$ cat src/hdl/fsrm_pkg.sv
package fsrm_pkg;

    // ********************************************************************
    // Machine-cycle timing.
    // ********************************************************************
    localparam int OSC_PER_MC_STD      = 12;
    localparam int OSC_PER_MC_X2       = 6;
    localparam int RESET_SAMPLE_MC     = 2;
    localparam int HOST_HOLD_MC        = 10;
    // Strobe low phase within a half machine cycle, in oscillator periods.
    localparam int STROBE_LOW_STD      = 3;
    localparam int STROBE_LOW_X2       = 2;
    localparam logic [3:0] PHASE_W1    = 4'h0;

    // ********************************************************************
    // Access kinds and operating modes.
    // ********************************************************************
    typedef enum logic [2:0]
    {
        FSRM_ACC_IDLE  = 3'b001,
        FSRM_ACC_READ  = 3'b010,
        FSRM_ACC_WRITE = 3'b100
    } fsrm_acc_t;

    typedef enum logic [2:0]
    {
        FSRM_MODE_RESET  = 3'b001,
        FSRM_MODE_NORMAL = 3'b010,
        FSRM_MODE_HOST   = 3'b100
    } fsrm_mode_t;

endpackage

$ cat src/hdl/fsrm_top.sv
`timescale 1ns/1ns
// Behaviour
// - While code runs from on-chip memory the program fetch strobe stays high.
// - While code runs from external memory the strobe pulses low twice per machine cycle.
// - Each external data access omits two consecutive program fetch strobe pulses.
// - Reset held high over ten machine cycles plus a forced strobe fall enters host mode.
// - Reset sampled high for two consecutive machine cycles resets the device.
// - Without a strobe fall during reset the device leaves reset in normal mode.
// - Data writes use an active-low write strobe and reads a separate read strobe.
module fsrm_top
    import fsrm_pkg::*;
(
    // Clock and reset
    input  wire logic       ref_clk,
    input  wire logic       rstn,
    // Core control
    input  wire logic       double_speed,
    input  wire logic       exec_external,
    input  wire logic       data_req,
    input  wire logic       data_write,
    // Pins
    input  wire logic       reset_pin,
    input  wire logic       program_fetch_strobe_n_in,
    output logic            program_fetch_strobe_n_out,
    output logic            program_fetch_strobe_n_oe_n,
    output logic            data_wr_n,
    output logic            data_rd_n,
    // Status
    output logic            core_reset_q,
    output logic            host_mode_q,
    output logic            data_busy_q
);

    // ********************************************************************
    // Pin synchronisers and machine-cycle timing.
    // ********************************************************************
    logic [1:0] rst_sync_q;
    logic [1:0] strobe_sync_q;
    logic       strobe_prev_q;
    logic [3:0] phase;
    logic       mc_start;
    logic       half_start;

    always_ff @(posedge ref_clk or negedge rstn)
    begin
        if (!rstn)
        begin
            rst_sync_q    <= 2'b00;
            strobe_sync_q <= 2'b11;
            strobe_prev_q <= 1'b1;
        end
        else
        begin
            rst_sync_q    <= {rst_sync_q[0], reset_pin};
            strobe_sync_q <= {strobe_sync_q[0], program_fetch_strobe_n_in};
            strobe_prev_q <= strobe_sync_q[1];
        end
    end

    fsrm_mc_timer u_timer
    (
        .ref_clk      (ref_clk),
        .rstn         (rstn),
        .double_speed (double_speed),
        .phase_q      (phase),
        .mc_start_q   (mc_start),
        .half_start_q (half_start)
    );

    // ********************************************************************
    // Reset qualification and mode selection.
    // ********************************************************************
    logic [4:0] hold_mc_q;
    logic       fall_seen_q;
    fsrm_mode_t mode_q;
    logic       strobe_fall;

    // The strobe pin is an input while reset holds and in host mode, so a fall during reset is the host's.
    assign strobe_fall = strobe_prev_q && !strobe_sync_q[1] && core_reset_q;

    always_ff @(posedge ref_clk or negedge rstn)
    begin
        if (!rstn)
        begin
            hold_mc_q <= 5'h0;
        end
        else if (!rst_sync_q[1])
        begin
            hold_mc_q <= 5'h0;
        end
        else if (mc_start && hold_mc_q != 5'h1f)
        begin
            hold_mc_q <= hold_mc_q + 5'h1;
        end
    end

    always_ff @(posedge ref_clk or negedge rstn)
    begin
        if (!rstn)
        begin
            core_reset_q <= 1'b1;
        end
        else if (!rst_sync_q[1])
        begin
            core_reset_q <= 1'b0;
        end
        else if (mc_start && hold_mc_q >= 5'(RESET_SAMPLE_MC - 1))
        begin
            core_reset_q <= 1'b1;
        end
    end

    always_ff @(posedge ref_clk or negedge rstn)
    begin
        if (!rstn)
        begin
            fall_seen_q <= 1'b0;
        end
        else if (!rst_sync_q[1])
        begin
            fall_seen_q <= 1'b0;
        end
        else if (strobe_fall && hold_mc_q > 5'(HOST_HOLD_MC))
        begin
            fall_seen_q <= 1'b1;
        end
    end

    always_ff @(posedge ref_clk or negedge rstn)
    begin
        if (!rstn)
        begin
            mode_q <= FSRM_MODE_RESET;
        end
        else
        begin
            unique case (mode_q)
                FSRM_MODE_RESET:
                begin
                    if (!rst_sync_q[1])
                    begin
                        mode_q <= fall_seen_q ? FSRM_MODE_HOST : FSRM_MODE_NORMAL;
                    end
                end
                FSRM_MODE_NORMAL, FSRM_MODE_HOST:
                begin
                    if (core_reset_q)
                    begin
                        mode_q <= FSRM_MODE_RESET;
                    end
                end
                default:
                begin
                    mode_q <= FSRM_MODE_RESET;
                end
            endcase
        end
    end

    always_ff @(posedge ref_clk or negedge rstn)
    begin
        if (!rstn)
        begin
            host_mode_q <= 1'b0;
        end
        else
        begin
            host_mode_q <= (mode_q == FSRM_MODE_HOST);
        end
    end

    // ********************************************************************
    // Strobe generation.
    // ********************************************************************
    // A data access occupies the next whole machine cycle, which removes both
    // fetch pulses of that cycle; requests are taken only at a cycle start.
    fsrm_acc_t  acc_q;
    fsrm_acc_t  acc_d;
    logic [3:0] low_len;
    logic       run;
    logic       fetch_pulse;

    assign run         = (mode_q == FSRM_MODE_NORMAL) && !core_reset_q;
    assign low_len     = double_speed ? 4'(STROBE_LOW_X2) : 4'(STROBE_LOW_STD);
    // The new access is known in phase 0 already, so the first fetch pulse of
    // the access cycle is dropped together with the second.
    assign acc_d       = !mc_start ? acc_q
                       : (run && data_req) ? (data_write ? FSRM_ACC_WRITE : FSRM_ACC_READ)
                       : FSRM_ACC_IDLE;
    assign fetch_pulse = (phase < low_len) ||
                         (phase >= (double_speed ? 4'(OSC_PER_MC_X2 / 2) : 4'(OSC_PER_MC_STD / 2))
                          && phase < low_len
                          + (double_speed ? 4'(OSC_PER_MC_X2 / 2) : 4'(OSC_PER_MC_STD / 2)));

    always_ff @(posedge ref_clk or negedge rstn)
    begin
        if (!rstn)
        begin
            acc_q <= FSRM_ACC_IDLE;
        end
        else
        begin
            acc_q <= acc_d;
        end
    end

    always_ff @(posedge ref_clk or negedge rstn)
    begin
        if (!rstn)
        begin
            program_fetch_strobe_n_out  <= 1'b1;
            program_fetch_strobe_n_oe_n <= 1'b1;
            data_wr_n                   <= 1'b1;
            data_rd_n                   <= 1'b1;
            data_busy_q                 <= 1'b0;
        end
        else
        begin
            program_fetch_strobe_n_oe_n <= !run;
            program_fetch_strobe_n_out  <= !(run && exec_external
                                             && acc_d == FSRM_ACC_IDLE
                                             && fetch_pulse);
            data_wr_n   <= !(run && acc_d == FSRM_ACC_WRITE && phase != PHASE_W1);
            data_rd_n   <= !(run && acc_d == FSRM_ACC_READ && phase != PHASE_W1);
            data_busy_q <= (acc_q != FSRM_ACC_IDLE);
        end
    end

    // ********************************************************************
    // Checks.
    // ********************************************************************
    a_internal_high: assert property (@(posedge ref_clk) disable iff (!rstn)
        !exec_external ##1 !exec_external |-> program_fetch_strobe_n_out)
        else $error("fetch strobe low while executing internally");

    a_skip_access: assert property (@(posedge ref_clk) disable iff (!rstn)
        $past(acc_d) != FSRM_ACC_IDLE |-> program_fetch_strobe_n_out)
        else $error("fetch strobe pulsed during data access");

    a_rw_exclusive: assert property (@(posedge ref_clk) disable iff (!rstn)
        !(!data_wr_n && !data_rd_n))
        else $error("read and write strobes low together");

    a_host_needs_fall: assert property (@(posedge ref_clk) disable iff (!rstn)
        $rose(host_mode_q) |-> $past(fall_seen_q, 2))
        else $error("host mode without strobe fall");

    a_host_entry: assert property (@(posedge ref_clk) disable iff (!rstn)
        mode_q == FSRM_MODE_RESET && fall_seen_q && !rst_sync_q[1] |-> ##2 host_mode_q)
        else $error("host mode not entered");

    a_reset_two_mc: assert property (@(posedge ref_clk) disable iff (!rstn)
        $rose(core_reset_q) |-> hold_mc_q >= 5'(RESET_SAMPLE_MC - 1))
        else $error("reset taken before two machine cycles");

    a_pulse_count: assert property (@(posedge ref_clk) disable iff (!rstn)
        run && exec_external && acc_d == FSRM_ACC_IDLE && phase == 4'h0
        |-> ##1 !program_fetch_strobe_n_out)
        else $error("fetch pulse missing at cycle start");

    a_half_pulse: assert property (@(posedge ref_clk) disable iff (!rstn)
        run && exec_external && acc_d == FSRM_ACC_IDLE && half_start && $stable(double_speed)
        |-> ##1 !program_fetch_strobe_n_out)
        else $error("fetch pulse missing at half cycle");

    a_oe_follows: assert property (@(posedge ref_clk) disable iff (!rstn)
        core_reset_q |-> ##1 program_fetch_strobe_n_oe_n)
        else $error("fetch strobe driven during reset");

    c_host_entry: cover property (@(posedge ref_clk) disable iff (!rstn) $rose(host_mode_q));
    c_write: cover property (@(posedge ref_clk) disable iff (!rstn) $fell(data_wr_n));
    c_read: cover property (@(posedge ref_clk) disable iff (!rstn) $fell(data_rd_n));
    c_fetch: cover property (@(posedge ref_clk) disable iff (!rstn)
        $fell(program_fetch_strobe_n_out));

endmodule

$ cat src/hdl/fsrm_mc_timer.sv
`timescale 1ns/1ns
// Machine-cycle timer: one oscillator period per ref_clk cycle.
module fsrm_mc_timer
    import fsrm_pkg::*;
(
    // Clock and reset
    input  wire logic       ref_clk,
    input  wire logic       rstn,
    // Control
    input  wire logic       double_speed,
    // Phase outputs
    output logic [3:0]      phase_q,
    output logic            mc_start_q,
    output logic            half_start_q
);

    logic [3:0] last_phase;
    logic [3:0] half_phase;

    // One machine cycle is twelve or six oscillator periods.
    assign last_phase = double_speed ? 4'(OSC_PER_MC_X2 - 1) : 4'(OSC_PER_MC_STD - 1);
    assign half_phase = double_speed ? 4'(OSC_PER_MC_X2 / 2) : 4'(OSC_PER_MC_STD / 2);

    always_ff @(posedge ref_clk or negedge rstn)
    begin
        if (!rstn)
        begin
            phase_q <= 4'h0;
        end
        else if (phase_q >= last_phase)
        begin
            phase_q <= 4'h0;
        end
        else
        begin
            phase_q <= phase_q + 4'h1;
        end
    end

    always_ff @(posedge ref_clk or negedge rstn)
    begin
        if (!rstn)
        begin
            mc_start_q   <= 1'b0;
            half_start_q <= 1'b0;
        end
        else
        begin
            mc_start_q   <= (phase_q >= last_phase);
            half_start_q <= (phase_q >= last_phase) || (phase_q == half_phase - 4'h1);
        end
    end

    // ********************************************************************
    // Period check.
    // ********************************************************************
    // A speed switch stretches or cuts one cycle, so a span is judged only
    // when the setting held still from one start to the next.
    logic [3:0] gap_q;
    logic       ds_prev_q;
    logic       ds_moved_q;

    always_ff @(posedge ref_clk or negedge rstn)
    begin
        if (!rstn)
        begin
            gap_q      <= 4'h0;
            ds_prev_q  <= 1'b0;
            ds_moved_q <= 1'b1;
        end
        else
        begin
            ds_prev_q <= double_speed;
            if (mc_start_q)
            begin
                gap_q      <= 4'h1;
                ds_moved_q <= (double_speed != ds_prev_q);
            end
            else
            begin
                if (gap_q != 4'hf)
                begin
                    gap_q <= gap_q + 4'h1;
                end
                ds_moved_q <= ds_moved_q || (double_speed != ds_prev_q);
            end
        end
    end

    a_mc_period: assert property (@(posedge ref_clk) disable iff (!rstn)
        mc_start_q && !ds_moved_q && double_speed == ds_prev_q
        |-> gap_q == (double_speed ? 4'(OSC_PER_MC_X2) : 4'(OSC_PER_MC_STD)))
        else $error("machine cycle length wrong");

endmodule

$ cat config.mk
export PLATFORM = sky130hd
export DESIGN_NAME = fsrm_top
export DESIGN_NICKNAME = d
export VERILOG_FILES = /design/src/hdl/fsrm_pkg.sv /design/src/hdl/fsrm_top.sv /design/src/hdl/fsrm_mc_timer.sv
export SDC_FILE = /design/constraint.sdc
export NUM_CORES = 1
export LEC_CHECK = 0
export BUFFER_PORTS_ARGS = -buffer_cell sky130_fd_sc_hd__buf_2
export CAP_MARGIN = 20
export CORE_MARGIN = 1
export CORE_UTILIZATION = 61
export DETAILED_ROUTE_END_ITERATION = 10
export PLACE_DENSITY = 0.91
export SETUP_SLACK_MARGIN = 0.4
export SYNTH_ARGS = -nofsm -noshare
export SYNTH_HDL_FRONTEND = slang
export SYNTH_SLANG_ARGS = --single-unit
$ cat constraint.sdc
create_clock -name ref_clk -period 5.6 [get_ports ref_clk]
set_input_delay 1.12 -clock ref_clk [delete_from_list [all_inputs] [get_ports ref_clk]]
set_output_delay 1.12 -clock ref_clk [all_outputs]
set_load 0.01 [all_outputs]
Word-level counts from Yosys, hierarchy flattened
Index checks and enable logic that the tools add are counted.
{"block": "totals", "reg_bits": 29, "in_bits": 8, "output_inout_bits": 7}
{"block": "classes", "add_sub_neg": 3, "order_cmp": 6, "eq_ne": 13, "muxes": 17, "reduce_logical": 25}
{"op": "$mux W3", "count": 7}
{"op": "$logic_and A1 B1 Y1", "count": 15}
{"op": "$mux W5", "count": 2}
{"op": "$ge A4 B4 Y1", "count": 2}
{"op": "$mux W4", "count": 2}
{"op": "$eq A3 B1 Y1 const B", "count": 2}
{"op": "$eq A3 B2 Y1 const B", "count": 2}
{"op": "$eq A3 B3 Y1 const B", "count": 2}
{"op": "$logic_not A1 Y1", "count": 6}
{"op": "$ne A2 B1 Y1 const B", "count": 3}
{"op": "$pmux W3 S2", "count": 1}
{"op": "$add A5 B1 Y5 const B", "count": 1}
{"op": "$ge A5 B1 Y1 const B", "count": 1}
{"op": "$gt A5 B4 Y1 const B", "count": 1}
{"op": "$mux W1", "count": 5}
{"op": "$ne A5 B5 Y1 const B", "count": 1}
{"op": "$add A2 B4 Y4", "count": 1}
{"op": "$add A4 B1 Y4 const B", "count": 1}
{"op": "$lt A4 B2 Y1", "count": 1}
{"op": "$lt A4 B4 Y1", "count": 1}
{"op": "$ne A2 B2 Y1 const B", "count": 2}
{"op": "$reduce_bool A4 Y1", "count": 1}
{"op": "$ne A3 B1 Y1 const B", "count": 1}
{"op": "$reduce_and A2 Y1", "count": 1}
{"op": "2 further kinds", "count": 2}

Depth between registers and ports, before layout
Gate-level depths: netlist (run 1).
{"block": "depth", "word_depth": 9, "ltp_mapped": 8, "depth_no_buf": 7}

By module
A second synthesis (run 1) with hierarchy kept.
{"block": "hier_totals", "hier_cells": 131, "area_unflattened_um2": 1457.6}
{"module": "fsrm_top", "instances": 1, "cells_per_inst": 105, "area_per_inst_um2": 1164.9, "seq_area_each_um2": 613.1}
{"module": "fsrm_mc_timer", "instances": 1, "cells_per_inst": 26, "area_per_inst_um2": 292.8, "seq_area_each_um2": 150.1}

Least setup slack after synthesis (run 1)
OpenSTA, ideal clock, no wires.
{"block": "synth_timing", "path_kind": "input to register", "from": "input double_speed", "to": "register program_fetch_strobe_n_out", "setup_ps": 102, "t_arrival_ps": 1878, "t_required_ps": 5498, "slack_ps": 3620, "path_stages": 5, "n_path_buf": 0, "path_cell_list": "ha_1 a21oi_1 o21ai_0 o32ai_1 o2111ai_1"}
{"block": "synth_via", "elab_chain_cells": 7}
{"element": "start, declared", "line_no": "fsrm_top.sv:17", "source": "input wire logic double_speed,"}
{"element": "$mux W1 or $mux W3 (tied branches)"}
{"element": "$add A2 B4 Y4", "line_no": "fsrm_top.sv:193", "source": "+ (double_speed ? 4'(OSC_PER_MC_X2 / 2) : 4'(OSC_PER_MC_STD / 2)));"}
{"element": "$lt A4 B4 Y1", "line_no": "fsrm_top.sv:192", "source": "&& phase < low_len"}
{"element": "$logic_and A1 B1 Y1", "line_no": "fsrm_top.sv:192"}
{"element": "$logic_or A1 B1 Y1 (*)", "line_no": "fsrm_top.sv:190", "source": "assign fetch_pulse = (phase < low_len) ||"}
{"element": "$logic_and A1 B1 Y1 (*)", "line_no": "fsrm_top.sv:222", "source": "&& fetch_pulse);"}
{"element": "$logic_not A1 Y1 (*)", "line_no": "fsrm_top.sv:220", "source": "program_fetch_strobe_n_out <= !(run && exec_external"}
{"element": "end signal, assigned", "line_no": "fsrm_top.sv:220"}
{"element": "end, declared", "line_no": "fsrm_top.sv:24", "source": "output logic program_fetch_strobe_n_out,"}
Every way passes the cells marked *; elsewhere a longest branch is shown, timed or not.
A chain may end at the register's enable or synchronous reset.

Final worst setup path (run 1)
{"block": "layout_timing", "from": "register core_reset_q", "to": "output core_reset_q"}
{"element": "start, declared", "line_no": "fsrm_top.sv:29", "source": "output logic core_reset_q,"}
{"element": "start signal, assigned", "line_no": "fsrm_top.sv:101", "source": "core_reset_q <= 1'b1;"}
{"element": "start signal, assigned", "line_no": "fsrm_top.sv:105", "source": "core_reset_q <= 1'b0;"}
{"element": "start signal, assigned", "line_no": "fsrm_top.sv:109", "source": "core_reset_q <= 1'b1;"}
No word-level cell between the ends.

==> qor_table.md, run 1 <==
| Item | This run |
|---|---|
| Status | completed |
| Layout cells sized above 1 | 0.226 |
| Synthesized net count | 150 |
| Gpl congestion | 0.760 |
| Number of levels in the clock H-tree | 2 |
| Area growth from synthesis to layout | 9.22% |
| Initial Utilization | 0.644 |
| Crit share post-route | 0.395 |
| Max-slew headroom | 0.601 |
| Crit Path Class | flop to output pin |
| Count of buffers from port buffering | 14 |
| Min Clock Period, post-route | 2.21 ns |
| Startpoint of the worst-slack reg-to-reg timing path | hold_mc_q[1] |
| Largest clock skew in the final design | 0.00150 ns |
| Critical Path Max Stage Delay | 0.62 ns |
| Final wirelength | 2.32 mm |
| Final antenna diode count | 0 |
| Drt initial violations | 16 |
| Number of distinct standard cells referenced by the synthesized netlist | 35 |
| Final setup TNS | 0 ns |
| DR pass1 iterations | 4 |
| Unrepaired setup endpoints after global routing | false |
| Clk Tree Root Cell | clkbuf_4 |
| Die Ht | 50.1 um |
| Cell family contributing the most delay on the critical path | flip-flops |
| Register area share after synthesis | 0.523 |
| Post-synthesis compound-gate area fraction | 0.108 |
| HPWL Detailed | 1.67 mm |
| Number of I/O pins | 15 |
| Slew Limit Fails | 0 |
| Netlist area before placement | 1410 sq um |
| Power per standard cell area | 428 nW/um^2 |
| Worst hold path startpoint | rst_sync_q[0] |
| Leading area contributor after synthesis | dfrtp_1 |
| Mean area per synthesized cell | 10.9 sq um |
| Tot Pwr | 0.660 mW |
| Combinational family with the most area after synthesis | simple AND/OR/NAND/NOR gates |
| Count of placed standard cells in the final layout, fillers left out | 174 |
| Maximum ir drop on the vdd rail | 301 uV |
| Drt wl/cell | 13.3 um |
| Top cells by area in the synthesized netlist | dfrtp_1 34%, dfstp_2 19%, ha_1 12% |
| Clk Latency, worst-skew pair | 0.32 ns |
| Top-area cell type share of the netlist area | 0.337 |
| Reg2reg setup slack | 3.62 ns |
| Die ar. | 2510 sq um |
| Startpoint kind of the worst setup timing path | flop |
| Share of the synthesized netlist area taken by xor and xnor gates | 0.0372 |
| All-layer global routing usage | 0.235 |
| Critical path endpoint category | output pin |
| Maximum fanout count along the critical path | 7 |
| Multiplexer share of the synthesized area | 0.00709 |
| Inserted Clock Buffers | 5 |
| Required time reported for the critical path endpoint | 4.48 ns |
| Hold Crit Endpoint | rst_sync_q[1] |
| Clock tree from TritonCTS | yes |
| Mean number of vias per cell | 5.47 |
| Final hold viol count | 0 |
| Number of gates resized after CTS | 0 |
| Adder-cell area share of the yosys netlist | 0.115 |
| FF-to-FF path depth | 7 |
| Area after detailed placement | 1490 sq um |
| Post-CTS setup-driven buffer insertion count | 0 |
| # clock sinks | 29 |
| Aggregate global routing overflow | 0 |
| Number of global-route vias before repair | 942 |
| Number of standard cells after synthesis | 129 |
| Number of filler instances in the final layout | 164 |
| Post-synthesis share of cell area spent on and, or, nand and nor gates | 0.159 |
| Min-Delay Path Class | flop to flop |
| Maximum root-to-sink buffer count | 2 |
| Leakage power of the design | 0.719 nW |
| Number of buffers and inverters on the critical path | 1 |
| Die Wd | 50.1 um |
| FF+latch count, synth | 29 |
| Hold path depth | 0 |
| Via count | 951 |
| Maximum number of pins on one net before global-route repair | 30 |
| Number of hold-repair buffers added at the cts stage | 0 |
| Worst slew pin tran | 0.599 ns |
| Crit path max-delay cell type | dfstp_2 |
| Worst setup margin | 3.39 ns |
| DRC errors left | 0 |
| Core Region | 2190 sq um |
| Placed Cells | 167 |
| Remaining antenna violation count | 0 |
| Nets | 167 |
| Final std cell area, no fill | 1540 sq um |
| Wire length of the first global-routing pass | 4.07 mm |
| Critical path cell sequence | buf_2 |
| Warnings from Yosys | 0 |
| Arrival time of data at the critical path endpoint | 1.09 ns |
| Clock-pin slew reported for the worst setup and hold paths after clock tree synthesis | 0.08 ns |
| Antenna violations before repair | 0 |
| Number of max-cap violations | 0 |
| Final Setup Violations | 0 |
| R2r endpoint | hold_mc_q[3] |
| Number of rows created at floorplan | 17 |
| Highest attainable clock frequency | 452 MHz |
| Worst setup slack before clock tree synthesis | 3.37 ns |
==> cell families after synthesis <==
| kind of cell | after synthesis |
|---|---|
| compound gates | 22 |
| buf+inv | 15 |
| xor+xnor | 6 |
| mux | 1 |
| fa+ha+maj | 13 |
| simple gates | 43 |
| flops | 29 |
==> through the flow <==
| stage | hold slack [ns] | utilization |
|---|---|---|
| after floorplan | 0.331 | - |
| after global placement | 0.331 | 0.678 |
| after detailed placement | 0.338 | 0.678 |
| after CTS | 0.357 | 0.704 |
| after global routing | 0.366 | 0.704 |
| final | 0.353 | 0.704 |
==> sequential cells by signal, summed over array words and instances, names as in the netlist <==
signal	cells
strobe_prev_q	1
data_rd_n	1
strobe_sync_q	2
data_wr_n	1
fall_seen_q	1
hold_mc_q	5
u_timer.phase_q	4
data_busy_q	1
core_reset_q	1
program_fetch_strobe_n_oe_n	1
host_mode_q	1
mode_q	3
acc_q	3
rst_sync_q	2
u_timer.mc_start_q	1
program_fetch_strobe_n_out	1
==> worst max-delay path by stage <==
| stage | slack, ns | to | cells past startpoint | from |
|---|---|---|---|---|
| after floorplan | 3.62 | program_fetch_strobe_n_out | 5 | double_speed |
| after global routing | 3.33 | core_reset_q | 1 | core_reset_q |
| final | 3.39 | core_reset_q | 1 | core_reset_q |
| after CTS | 3.38 | core_reset_q | 1 | core_reset_q |
| after detailed placement | 3.37 | u_timer.phase_q[3] | 6 | double_speed |
| after global placement | 3.43 | program_fetch_strobe_n_out | 6 | double_speed |
==> Yosys cell counts (all sizes together) <==
library cell  instances
nor2                 13
nor2b                 2
a31oi                 3
and3                  1
nand2                12
dfrtp                19
ha                   13
nor3                  3
o31ai                 2
a21oi                 5
o211a                 1
nand4                 1
a2111oi               1
xor2                  1
clkbuf                2
nand3                 2
o2111ai               1
and2                  3
xnor2                 5
buf                   2
nor4                  1
o21bai                1
o32ai                 1
o22ai                 2
nor3b                 3
dfstp                10
inv                  11
o21a                  1
o21ai                 3
nand4b                1
mux2i                 1
a311oi                1
nor4b                 1
==> final cells by class <==
class,count,area [sq um],share of cell area
Tap cell,28,35.0,0.0227
Sequential cell,29,738,0.479
Multi-Input combinational cell,85,602,0.390
Inverter,11,41.3,0.0268
Timing Repair Buffer,14,70.1,0.0455
Clock buffer,7,55.1,0.0357
==> report_power, final <==
part           switching [mW]  total [mW]  leakage, nW  internal (mW)
sequential             0.0649       0.327        0.356          0.262
combinational           0.118       0.212        0.331         0.0935
clock                  0.0628       0.122       0.0314         0.0591
total                   0.246       0.660        0.719          0.414
==> worst register-to-register path, stage by stage, from the launching register on <==
cell,delay [ns]
dfrtp_1,0.45
ha_1,0.22
and3_1,0.18
ha_1,0.17
nor2b_1,0.38
nand4_1,0.18
xnor2_1,0.15
and2_1,0.15
==> routing by layer <==
| metal | global-route usage | up-vias | routed length (um) |
|---|---|---|---|
| li1 | - | 472 | - |
| met1 | 0.265 | 454 | 996 |
| met2 | 0.373 | 20 | 1190 |
| met3 | 0.102 | 5 | 94 |
| met4 | 0.119 | 0 | 39 |
| met5 | 0 | - | 0 |
==> placed cells by master (no fill, tap or decap) <==
cell type / n
clkbuf_8: 1
inv_1: 10
nand4b_1: 1
xor2_1: 1
o21a_1: 1
inv_2: 1
nor2b_1: 2
mux2i_1: 1
and3_1: 1
o2111ai_1: 1
a311oi_1: 1
buf_2: 14
o22ai_1: 2
nor4b_4: 1
a21oi_1: 5
a2111oi_2: 1
nand2_1: 12
o32ai_1: 1
clkbuf_1: 1
o211a_1: 1
o21ai_0: 2
dfrtp_1: 19
a31oi_1: 3
o21bai_1: 1
nor4_1: 1
nand4_1: 1
nor3b_1: 3
nor2_1: 13
ha_1: 13
clkbuf_4: 5
o31ai_1: 2
dfstp_2: 10
xnor2_1: 5
o21ai_1: 1
nor3_1: 3
nand3_1: 2
and2_1: 3
(Power assumes the default switching activity.)
==> inputs of run 2 (changes only) <==
--- a/config.mk
+++ b/config.mk
@@ -8,9 +8,9 @@
 export BUFFER_PORTS_ARGS = -buffer_cell sky130_fd_sc_hd__buf_2
 export CAP_MARGIN = 20
 export CORE_MARGIN = 1
-export CORE_UTILIZATION = 61
+export CORE_UTILIZATION = 51
 export DETAILED_ROUTE_END_ITERATION = 10
-export PLACE_DENSITY = 0.91
+export PLACE_DENSITY = 0.82
 export SETUP_SLACK_MARGIN = 0.4
 export SYNTH_ARGS = -nofsm -noshare
 export SYNTH_HDL_FRONTEND = slang
==> constraint.sdc (replaced) <==
create_clock -name ref_clk -period 2 [get_ports ref_clk]
set_input_delay 0.4 -clock ref_clk [delete_from_list [all_inputs] [get_ports ref_clk]]
set_output_delay 0.4 -clock ref_clk [all_outputs]
set_load 0.01 [all_outputs]
==> run 2 against run 1 <==
  * Global-route usage is 2.5 points lower
  * Worst hold slack lost 0.26 ns
  * Via count up 4.6%
  * Wire length rose by 7.5%
  * Critical path depth rose by 6
  * First-iteration DRC count up 75%
  * Utilization decreased by 7.5 points
  * Sequential power increased to 2.8 times the previous value
  * Non-clock buffer count grew 4
  * Sequential cell count unchanged
  * Clock power rose to 2.6 times the previous value
==> qor_table.md, run 2 (same netlist as run 1, synthesis figures left out) <==
| Item | This run |
|---|---|
| Mean number of vias per cell | 5.50 |
| Highest attainable clock frequency | 637 MHz |
| Slew Limit Fails | 0 |
| Final Setup Violations | 0 |
| Number of hold-repair buffers added at the cts stage | 0 |
| Flip-flop count of the largest register, all copies and words added | 5 |
| All-layer global routing usage | 0.210 |
| Power per standard cell area | 1180 nW/um^2 |
| Most common cell after layout, fill and taps aside | dfrtp_1 |
| Largest clock skew in the final design | 0.00881 ns |
| Unrepaired setup endpoints after global routing | true |
| Clk Tree Root Cell | clkbuf_4 |
| Area growth from synthesis to layout | 13.3% |
| HPWL Detailed | 1.78 mm |
| Maximum number of pins on one net before global-route repair | 30 |
| # clock sinks | 29 |
| Leakage power of the design | 0.730 nW |
| Number of I/O pins | 15 |
| Maximum root-to-sink buffer count | 2 |
| Min Clock Period, post-route | 1.57 ns |
| Required time reported for the critical path endpoint | 2.20 ns |
| Remaining antenna violation count | 0 |
| Most frequent cells in the layout | 19 x dfrtp_1, 14 x buf_2, 13 x nor2_1 |
| Die Ht | 54.6 um |
| Reg with most FFs | hold_mc_q |
| Startpoint kind of the worst setup timing path | flop |
| Crit Path Class | flop to flop |
| Via count | 995 |
| Die Wd | 54.6 um |
| Count of buffers from port buffering | 14 |
| Wire length of the first global-routing pass | 4.21 mm |
| Clock-pin slew reported for the worst setup and hold paths after clock tree synthesis | 0.09 ns |
| Maximum fanout count along the critical path | 4 |
| DRC errors left | 0 |
| Gpl congestion | 0.808 |
| Clk Latency, worst-skew pair | 0.30 ns |
| Core Region | 2540 sq um |
| Nets | 171 |
| Aggregate global routing overflow | 0 |
| Inserted Clock Buffers | 5 |
| Drt initial violations | 28 |
| DR pass1 iterations | 4 |
| Maximum ir drop on the vdd rail | 915 uV |
| Critical path endpoint category | flop |
| Number of global-route vias before repair | 1005 |
| Final setup TNS | 0 ns |
| Number of levels in the clock H-tree | 2 |
| Final hold viol count | 0 |
| Status | completed |
| Final wirelength | 2.49 mm |
| Drt wl/cell | 13.8 um |
| Number of rows created at floorplan | 18 |
| Tot Pwr | 1.88 mW |
| Crit share post-route | 0.785 |
| Antenna violations before repair | 0 |
| Worst slew pin tran | 0.615 ns |
| Initial Utilization | 0.555 |
| Max-slew headroom | 0.590 |
| Arrival time of data at the critical path endpoint | 1.77 ns |
| Biggest registers after layout | hold_mc_q x5, u_timer.phase_q x4 |
| Clock tree from TritonCTS | yes |
| Die ar. | 2980 sq um |
| Layout cells sized above 1 | 0.265 |
| Number of max-cap violations | 0 |
| Final antenna diode count | 0 |
| Min-Delay Path Class | input pin to async pin |
==> run 2: changes by cell type in the layout (fill, tap and decap cells not counted), sizes merged <==
| cell | before | now |
|---|---|---|
| clkbuf | 7 | 8 |
| buf | 14 | 18 |
==> run 2: layer usage <==
layer / part of all wire / up-vias / track usage
li1: - / 482 / -
met4: 0.0036 / 0 / 0.0940
met3: 0.035 / 2 / 0.0778
met2: 0.53 / 22 / 0.353
met5: 0 / - / 0
met1: 0.43 / 489 / 0.233
==> run 2: cell type report <==
cell class                      count  area [sq um]
Sequential cell                    29           738
Inverter                           11          41.3
Clock buffer                        8          48.8
Timing Repair Buffer               18           104
Fill cell                         205           946
Tap cell                           30          37.5
Multi-Input combinational cell     85           629
==> run 2: worst paths after layout <==
| check | from | end | slack (ns) | cells past startpoint |
|---|---|---|---|---|
| min in group ref_clk | program_fetch_strobe_n_in | strobe_sync_q[0] | 0.19 | 1 |
| hold reg to reg | rst_sync_q[0] | rst_sync_q[1] | 0.35 | 0 |
| setup reg to reg | hold_mc_q[0] | hold_mc_q[3] | 0.43 | 7 |
| setup / recovery | hold_mc_q[0] | hold_mc_q[3] | 0.43 | 7 |
| max in group asynchronous | rstn | hold_mc_q[1] | 1.49 | 1 |
| hold / removal | rstn | host_mode_q | 0.1 | 1 |
==> run 2: worst max-delay path, cell delays in order, from the launching register on <==
cell and delay (ns):
dfrtp_1 0.42, ha_2 0.20, and3_4 0.17, ha_4 0.16
nor2b_4 0.13, nand4_1 0.12, xnor2_1 0.14, and2_1 0.15
==> run 2: report_power, final <==
group	internal [mW]	leakage (nW)	switching [mW]
Combinational	0.316	0.347	0.345
Sequential	0.733	0.356	0.171
Clock	0.140	0.0265	0.174
==> run 2: metrics by stage <==
stage	hold WS, ns	cell area (sq um)	worst slack, ns	instances	utilization
finish	0.0978	1600	0.430	181	0.628
global route	0.132	1600	0.382	181	0.628
CTS	0.106	1580	0.400	179	0.619
detailed placement	0.338	1520	0.328	170	0.596
global placement	0.335	1520	0.385	170	0.596
floorplan	0.104	1430	0.352	129	-
==> run 2: repair_timing <==
item                       in CTS  in global routing
gates cloned                    0                  0
buffers inserted                1                  2
resized for setup               1                  2
setup endpoints to repair       5                  5
pin swaps                       0                  2
